### config.mk
export PLATFORM = sky130hd
export DESIGN_NAME = gpp_general_pin_port
export DESIGN_NICKNAME = d
export VERILOG_FILES = /design/src/gpp_pkg.sv /design/src/gpp_general_pin_port.sv
export VERILOG_INCLUDE_DIRS = /design/src
export SDC_FILE = /design/constraint.sdc
export NUM_CORES = 1
export LEC_CHECK = 0
export CORE_MARGIN = 8
export CORE_UTILIZATION = 50
export CTS_BUF_LIST = sky130_fd_sc_hd__clkbuf_8
export DETAILED_ROUTE_END_ITERATION = 8
export DONT_BUFFER_PORTS = 1
export SYNTH_ARGS = -nofsm -noshare
export SYNTH_HDL_FRONTEND = slang
export SYNTH_SLANG_ARGS = --single-unit
### constraint.sdc
create_clock -name ref_clk -period 1.15 [get_ports ref_clk]
set_input_delay 0.0575 -clock ref_clk [delete_from_list [all_inputs] [get_ports ref_clk]]
set_output_delay 0.0575 -clock ref_clk [all_outputs]
set_load 0.05 [all_outputs]
### src/gpp_defs.svh
`ifndef GPP_DEFS_SVH
`define GPP_DEFS_SVH

// Number of general pins in the port.
`define GPP_PIN_CNT 6

// Register bus widths.
`define GPP_ADDR_W 8
`define GPP_DATA_W 8

// Register offsets on the plain register port.
`define GPP_OFS_DIR 8'h00
`define GPP_OFS_SET 8'h01
`define GPP_OFS_CLR 8'h02
`define GPP_OFS_STS 8'h03

// Field position of the per-pin bits inside each register.
`define GPP_PIN_MSB 5
`define GPP_PIN_LSB 0

// Reset values: every pin starts as input with a low output latch.
`define GPP_DIR_RST 6'h00
`define GPP_LAT_RST 6'h00
`define GPP_DATA_RST 8'h00
`define GPP_RSV_RD 2'h0

`endif

### src/gpp_pkg.sv
`include "gpp_defs.svh"

package gpp_pkg;

  typedef logic [`GPP_PIN_CNT-1:0] gpp_pins_t;
  typedef logic [`GPP_ADDR_W-1:0]  gpp_addr_t;
  typedef logic [`GPP_DATA_W-1:0]  gpp_data_t;

  // Whole state of the port, registered as one word.
  typedef struct packed {
    gpp_pins_t dir;
    gpp_pins_t lat;
    gpp_pins_t sync_a;
    gpp_pins_t sync_b;
    gpp_pins_t drv_out;
    gpp_pins_t drv_oe_n;
    gpp_data_t rdata;
  } gpp_state_t;

endpackage : gpp_pkg
### src/gpp_general_pin_port.sv
`timescale 1ns/1ps
`include "gpp_defs.svh"

module gpp_general_pin_port (
  // Clock and reset.
  input  logic              ref_clk,
  input  logic              reset_n,
  // Register port.
  input  gpp_pkg::gpp_addr_t reg_addr,
  input  gpp_pkg::gpp_data_t reg_wdata,
  input  logic              reg_wr,
  input  logic              reg_rd,
  output gpp_pkg::gpp_data_t reg_rdata,
  // Serial-port roles from the pin-function selection.
  input  gpp_pkg::gpp_pins_t role_claim,
  input  gpp_pkg::gpp_pins_t role_is_out,
  input  gpp_pkg::gpp_pins_t role_level,
  // General pins, split into input, output and active-low enable.
  input  gpp_pkg::gpp_pins_t general_pin_x_in,
  output gpp_pkg::gpp_pins_t general_pin_x_out,
  output gpp_pkg::gpp_pins_t general_pin_x_oe_n,
  // Synchronised pin levels for the serial roles.
  output gpp_pkg::gpp_pins_t pin_level
);

  import gpp_pkg::*;

  gpp_state_t st_ff;
  gpp_state_t nxt_st;

  logic wr_dir;
  logic wr_set;
  logic wr_clr;
  logic rd_dir;
  logic rd_set;
  logic rd_clr;
  logic rd_sts;

  // Address decode for the four registers.
  always_comb begin
    wr_dir = 1'b0;
    wr_set = 1'b0;
    wr_clr = 1'b0;
    rd_dir = 1'b0;
    rd_set = 1'b0;
    rd_clr = 1'b0;
    rd_sts = 1'b0;
    if (reg_addr == `GPP_OFS_DIR) begin
      wr_dir = reg_wr;
      rd_dir = reg_rd;
    end else if (reg_addr == `GPP_OFS_SET) begin
      wr_set = reg_wr;
      rd_set = reg_rd;
    end else if (reg_addr == `GPP_OFS_CLR) begin
      wr_clr = reg_wr;
      rd_clr = reg_rd;
    end else if (reg_addr == `GPP_OFS_STS) begin
      rd_sts = reg_rd;
    end
  end

  always_comb begin
    nxt_st = st_ff;

    // Only the second stage is read by other logic, since the first may be metastable.
    // two-stage sampling
    nxt_st.sync_a = general_pin_x_in;
    nxt_st.sync_b = st_ff.sync_a;

    // Bits 7 and 6 of every write are dropped, so the reserved bits always read as zero.
    // direction store
    if (wr_dir) begin
      nxt_st.dir = reg_wdata[`GPP_PIN_MSB:`GPP_PIN_LSB];
    end

    if (wr_set) begin
      nxt_st.lat = st_ff.lat | reg_wdata[`GPP_PIN_MSB:`GPP_PIN_LSB];
    end

    if (wr_clr) begin
      nxt_st.lat = st_ff.lat & ~reg_wdata[`GPP_PIN_MSB:`GPP_PIN_LSB];
    end

    // The latch is kept apart from the pin, so writes to an input pin are not lost.
    // role overrides direction
    for (int i = 0; i < `GPP_PIN_CNT; i++) begin
      if (role_claim[i]) begin
        nxt_st.drv_out[i]  = role_level[i];
        nxt_st.drv_oe_n[i] = ~role_is_out[i];
      end else begin
        nxt_st.drv_out[i]  = nxt_st.lat[i];
        nxt_st.drv_oe_n[i] = ~nxt_st.dir[i];
      end
    end

    // Read data stands for exactly one cycle after the strobe.
    nxt_st.rdata = `GPP_DATA_RST;
    if (rd_dir) begin
      nxt_st.rdata = {`GPP_RSV_RD, st_ff.dir};
    end else if (rd_set || rd_clr) begin
      nxt_st.rdata = {`GPP_RSV_RD, st_ff.lat};
    end else if (rd_sts) begin
      nxt_st.rdata = {`GPP_RSV_RD, st_ff.sync_b};
    end
  end

  // Reset loads constants only, so every pin comes up as an undriven input.
  always_ff @(posedge ref_clk or negedge reset_n) begin
    if (!reset_n) begin
      st_ff.dir      <= `GPP_DIR_RST;
      st_ff.lat      <= `GPP_LAT_RST;
      st_ff.sync_a   <= '0;
      st_ff.sync_b   <= '0;
      st_ff.drv_out  <= `GPP_LAT_RST;
      st_ff.drv_oe_n <= ~`GPP_DIR_RST;
      st_ff.rdata    <= `GPP_DATA_RST;
    end else begin
      st_ff <= nxt_st;
    end
  end

  assign reg_rdata          = st_ff.rdata;
  assign general_pin_x_out  = st_ff.drv_out;
  assign general_pin_x_oe_n = st_ff.drv_oe_n;
  assign pin_level          = st_ff.sync_b;
endmodule : gpp_general_pin_port

==> flow_metrics.env, run 1 <==
export IMPL_worstPathRequired_ns=1.39
export IMPL_worstSkewPairLatency_ns=0.29
export IMPL_cts_sinks=42
export IMPL_place_gp_congestion=0.827
export IMPL_area_growth_pct=22.5
export IMPL_cts_buffer_depth=2
export IMPL_end_kind="flip-flop"
export IMPL_netlist_area_um2=2010
export IMPL_fmax_mhz=858
export IMPL_synth_seq_cells=42
export IMPL_worstPathArrival_ns=1.40
export IMPL_fin_crit_sh_pct=101
export IMPL_path_class="in -> reg"
export IMPL_cts_root_buf="clkbuf_8"
export IMPL_ff2ff_setup_slack_ns=0.18
export IMPL_total_leakage_power_nw=1.07
export IMPL_setup_viol=2
export IMPL_wl_um=5120
export IMPL_ant_nets=0
export IMPL_antenna_found_initial=0
export IMPL_grt_overflow_total=0
export IMPL_cap_violations=0
export IMPL_regArea_um2=1060
export IMPL_grt_pass1_wl_um=8370
export IMPL_tritoncts="yes"
export IMPL_clock_skew_ns=0.00553
export IMPL_multi_input_area_um2=706
export IMPL_core_area_um2=3940
export IMPL_synth_top_cell_area_share_pct=44.9
export IMPL_h_tree_depth=2
export IMPL_mostFrequentLayoutCells="36 x dfrtp_1, 36 x dlygate4sd3_1, 15 x buf_4"
export IMPL_yosysWarnings=0
export IMPL_grt_max_degree=43
export IMPL_p_per_area_nw_per_um2=1300
export IMPL_drc_errors=0
export IMPL_rows=23
export IMPL_violations="setup timing"
export IMPL_crit_fanout=26
export IMPL_syn_inst=172
export IMPL_synth_largest_area_cell="dfrtp_1"
export IMPL_setup_slack_ns=-0.0157
export IMPL_nFillCells=318
export IMPL_status="finished, violations left"
export IMPL_worst_hold_slack_ns=0.00818
export IMPL_dieArea_um2=6290
export IMPL_synth_area_leaders="dfrtp_1 45%, buf_4 9.7%, dfstp_2 7.9%, a211oi_1 4.5%, nor2b_1 3.1%"
export IMPL_dpl_hpwl_um=3250
export IMPL_drtIter0Drc=87
export IMPL_rsz0062_at_grt="yes"
export IMPL_cp_start_kind="primary input"
export IMPL_finish_utilization_pct=62.3
export IMPL_start_util_pct=50.9
export IMPL_cts_reportedPaths_clkPinSlew_ns=0.07
export IMPL_n_antenna_cell=0
export IMPL_nNetsFinal=243
export IMPL_die_x_um=79.3
export IMPL_vias=1474
export IMPL_ir_worst_vdd_mv=0.842
export IMPL_hp_class="in -> reg"
export IMPL_grt_usage_pct=17.1
export IMPL_ys_types=29
export IMPL_wl_per_cell_um=20.5
export IMPL_period_needed_ns=1.17
export IMPL_cts_inserted_buffers=5
export IMPL_yosysSeqAreaShare_pct=52.8
export IMPL_layout_drive_gt1_share_pct=20.5
export IMPL_first_pass_iters=4
export IMPL_drv_slew=0
export IMPL_place_ws_ns=-0.287
export IMPL_syn_area_per_cell_um2=11.7
export IMPL_routed_via_density=5.90
export IMPL_io_buffers=0
export IMPL_post_cts_setup_buffer_count=0
export IMPL_grt_pass1_vias=1648
export IMPL_hold_viol_final=0
export IMPL_dieHeight_um=79.3
export IMPL_ios=70
==> synth_stat cells <==
library cell,n
clkbuf_1,2
dfstp_2,6
nor2b_1,10
nor4_4,1
a311oi_1,4
buf_6,1
buf_2,4
mux2i_1,6
buf_4,26
nor4b_1,2
a211oi_1,12
a221oi_1,4
nand2_1,8
conb_1,1
inv_1,7
mux2_2,4
nor3_4,1
o21ai_0,6
nor2_1,4
o31ai_1,2
or4b_4,1
or4_4,1
a41o_1,6
dfrtp_1,36
nand3_1,1
a31o_2,2
nand4_1,2
a41oi_1,6
a31oi_1,6
==> cell families (layout without fill, tap and decap cells) <==
group / Yosys count / after routing / synth area share, %
AOI/OAI and AO/OA: 48 / 48 / 18.6
DFF: 42 / 42 / 52.8
buffers and inverters: 40 / 67 / 13.0
and+or+nand+nor: 31 / 31 / 10.2
other: 1 / 2 / 0.187
muxes: 10 / 10 / 5.24
==> routing by layer <==
layer	GRT usage, %	vias up	wire length, um
li1	-	674	-
met1	19.1	741	2010
met2	28.9	54	2630
met3	7.00	5	425
met4	5.37	0	55
met5	0	-	0
==> metrics by stage <==
| step | TNS (ns) | power [mW] | instance area (um^2) | cells |
|---|---|---|---|---|
| after detailed placement | -3.07 | 1.92 | 1960 | 205 |
| after CTS | 0 | 3.22 | 2450 | 250 |
| after floorplan | -1.81 | 1.94 | 2010 | 173 |
| after global placement | -2.30 | 1.91 | 1960 | 205 |
| after global routing | -0.146 | 3.32 | 2460 | 250 |
| final | -0.0183 | 3.19 | 2460 | 250 |
==> final cells by class <==
cell class                 instances  share of cell area [%]
clock inverter                     3                    1.68
sequential                        42                    43.1
inverter                           7                    1.07
clock buffer                       5                    2.80
multi-input combinational         91                    28.7
timing repair buffer              52                    20.1
tap                               50                    2.55
==> registers in the layout, indices dropped and copies added, names as in the netlist <==
register	cells
nxt_st	6
st_ff	12
reg_rdata	6
general_pin_x_oe_n	6
pin_level	6
general_pin_x_out	6
==> final timing paths <==
path / startpoint / to / cells after the start
setup / recovery: reg_addr[1] / general_pin_x_oe_n[2]$_DFF_PN1_ / 3
hold / removal: reg_addr[1] / general_pin_x_out[3]$_DFF_PN0_ / 2
setup reg to reg: st_ff[42]$_DFF_PN0_ / reg_rdata[4]$_DFF_PN0_ / 3
hold reg to reg: nxt_st[20]$_DFF_PN0_ / pin_level[0]$_DFF_PN0_ / 0
max in group asynchronous: reset_n / general_pin_x_oe_n[3]$_DFF_PN1_ / 2
min in group asynchronous: reset_n / nxt_st[23]$_DFF_PN0_ / 2
==> timing repair <==
item                                   in CTS  in global routing
resized for setup                           0                  2
endpoints found under the hold margin      78                  0
hold buffers                               37                  0
setup endpoints to repair                   0                  4
==> worst max-delay path, stage by stage <==
cell           delay (ns)
dlygate4sd3_1        0.73
o31ai_1              0.40
a31o_2               0.21
==> where the power goes <==
group	total, mW	switching, mW	internal [mW]
Sequential	1.67	0.119	1.55
Clock	1.14	0.503	0.639
Combinational	0.380	0.195	0.185
No activity file was read; power rests on OpenSTA's default activity.
==> run 2, diff against run 1 <==
Clock period 1.15 ns to 1.5 ns, I/O delays scaled along.
==> run 2 against run 1 <==
The run now ends clean. Via count fell by 1.2%. Clock power fell by 25%. Critical path type unchanged. Sequential power fell by 23%. Utilization fell by 0.89 points. Setup slack improved by 0.31 ns.
==> flow_metrics.env, run 2 (synthesis results as in run 1) <==
export IMPL_area_growth_pct=20.7
export IMPL_drv_slew=0
export IMPL_drc_errors=0
export IMPL_rsz0062_at_grt="no"
export IMPL_antenna_found_initial=0
export IMPL_grt_pass1_wl_um=7960
export IMPL_period_needed_ns=1.21
export IMPL_wl_per_cell_um=19.6
export IMPL_crit_fanout=7
export IMPL_largest_reg_flops=12
export IMPL_fin_crit_sh_pct=80.5
export IMPL_start_util_pct=50.9
export IMPL_total_power_mw=2.41
export IMPL_hold_viol_final=0
export IMPL_clock_skew_ns=0.00429
export IMPL_h_tree_depth=2
export IMPL_grt_max_degree=43
export IMPL_placed_cells=202
export IMPL_final_cell_area_um2=2420
export IMPL_die_x_um=79.3
export IMPL_worstPathRequired_ns=1.67
export IMPL_mostFrequentLayoutCells="36 x dfrtp_1, 36 x dlygate4sd3_1, 12 x a211oi_1, 12 x buf_4, 10 x nor2b_1"
export IMPL_status="finished clean"
export IMPL_io_buffers=0
export IMPL_rows=23
export IMPL_switchingPower_uw=602
export IMPL_pwr_share_seq_pct=53.0
export IMPL_dpl_hpwl_um=3240
export IMPL_wl_met3_um=481
export IMPL_grt_overflow_total=0
export IMPL_pwr_share_comb_pct=11.6
export IMPL_first_pass_iters=4
export IMPL_n_antenna_cell=0
export IMPL_ant_nets=0
export IMPL_place_gp_congestion=0.809
export IMPL_met2WireLength_um=2390
export IMPL_cts_sinks=42
export IMPL_cts_root_buf="clkbuf_8"
export IMPL_worstSkewPairLatency_ns=0.29
export IMPL_drtIter0Drc=85
export IMPL_dieArea_um2=6290
export IMPL_core_area_um2=3940
export IMPL_ir_worst_vdd_mv=0.532
export IMPL_dieHeight_um=79.3
export IMPL_switching_share_pct=24.9
export IMPL_tritoncts="yes"
export IMPL_setup_viol=0
export IMPL_layout_drive_gt1_share_pct=18.3
export IMPL_ff2ff_setup_slack_ns=0.53
export IMPL_cts_inserted_buffers=5
export IMPL_total_leakage_power_nw=1.06
export IMPL_internal_power_mw=1.81
export IMPL_top_layer="met4"
export IMPL_ios=70
export IMPL_placed_area_um2=1930
export IMPL_largest_register="st_ff"
export IMPL_p_per_area_nw_per_um2=997
export IMPL_end_kind="flip-flop"
export IMPL_nNetsFinal=240
export IMPL_post_cts_setup_buffer_count=0
export IMPL_setup_tns_ns=0
export IMPL_wl_um=4840
export IMPL_hp_class="in -> reg"
export IMPL_vias=1456
export IMPL_cts_buffer_depth=2
export IMPL_path_class="in -> reg"
export IMPL_cap_violations=0
export IMPL_p_clk_share_pct=35.3
export IMPL_cp_start_kind="primary input"
export IMPL_grt_usage_pct=16.0
export IMPL_grt_pass1_vias=1610
export IMPL_fmax_mhz=828
export IMPL_worstPathArrival_ns=1.38
export IMPL_final_cells=247
export IMPL_routed_via_density=5.89
export IMPL_cts_reportedPaths_clkPinSlew_ns=0.08
export IMPL_cts_resized=0
export IMPL_wirelength_met1_um=1920
run 2: critical path, stage by stage:
cell    delay, ns
or4_4        0.56
nor3_4       0.35
mux2_2       0.39
run 2: power by group through the flow:
stage | Clock, mW | Combinational [mW] | Sequential, mW
floorplan | 0 | 0.259 | 1.23
global placement | 0 | 0.160 | 1.30
detailed placement | 0 | 0.164 | 1.30
CTS | 0.867 | 0.281 | 1.28
global route | 0.915 | 0.306 | 1.29
finish | 0.853 | 0.281 | 1.28
run 2: per-layer routing:
metal	GRT usage [%]	up-vias
met4	6.30	0
met3	6.77	4
met2	25.6	66
li1	-	664
met5	0	-
met1	18.6	722
run 2: cell type report:
type	count	area [um^2]
clock buffers	5	68.8
clock inverters	3	37.5
fillers	319	1520
inverters	7	26.3
multi-input cells	91	697
flip-flops and latches	42	1060
well taps	50	62.6
repair buffers	49	470
run 2: repair_timing:
| item | in CTS | in global routing |
|---|---|---|
| hold buffers | 37 | 0 |
| setup endpoints to repair | 0 | 0 |
| hold endpoints to repair | 78 | 0 |
run 2: metrics by stage:
step	worst slack (ns)	hold slack (ns)	utilization, %
2_1_floorplan	0.0825	-0.221	-
3_3_place_gp	0.0148	-0.219	49.1
3_5_place_dp	-0.0298	-0.219	49.1
4_1_cts	0.276	0.00433	61.4
5_1_grt	0.242	0.0135	61.4
6_report	0.292	0.0171	61.4
run 2: path summary, 6_finish.rpt:
path,to,from,cells past startpoint
min in group asynchronous,nxt_st[23]$_DFF_PN0_,reset_n,2
worst max-delay path,st_ff[41]$_DFF_PN0_,reg_addr[3],3
worst min register to register,pin_level[5]$_DFF_PN0_,nxt_st[25]$_DFF_PN0_,0
worst min-delay path,general_pin_x_oe_n[4]$_DFF_PN1_,role_claim[4],2
worst max register to register,reg_rdata[3]$_DFF_PN0_,st_ff[41]$_DFF_PN0_,3
max in group asynchronous,general_pin_x_oe_n[2]$_DFF_PN1_,reset_n,2
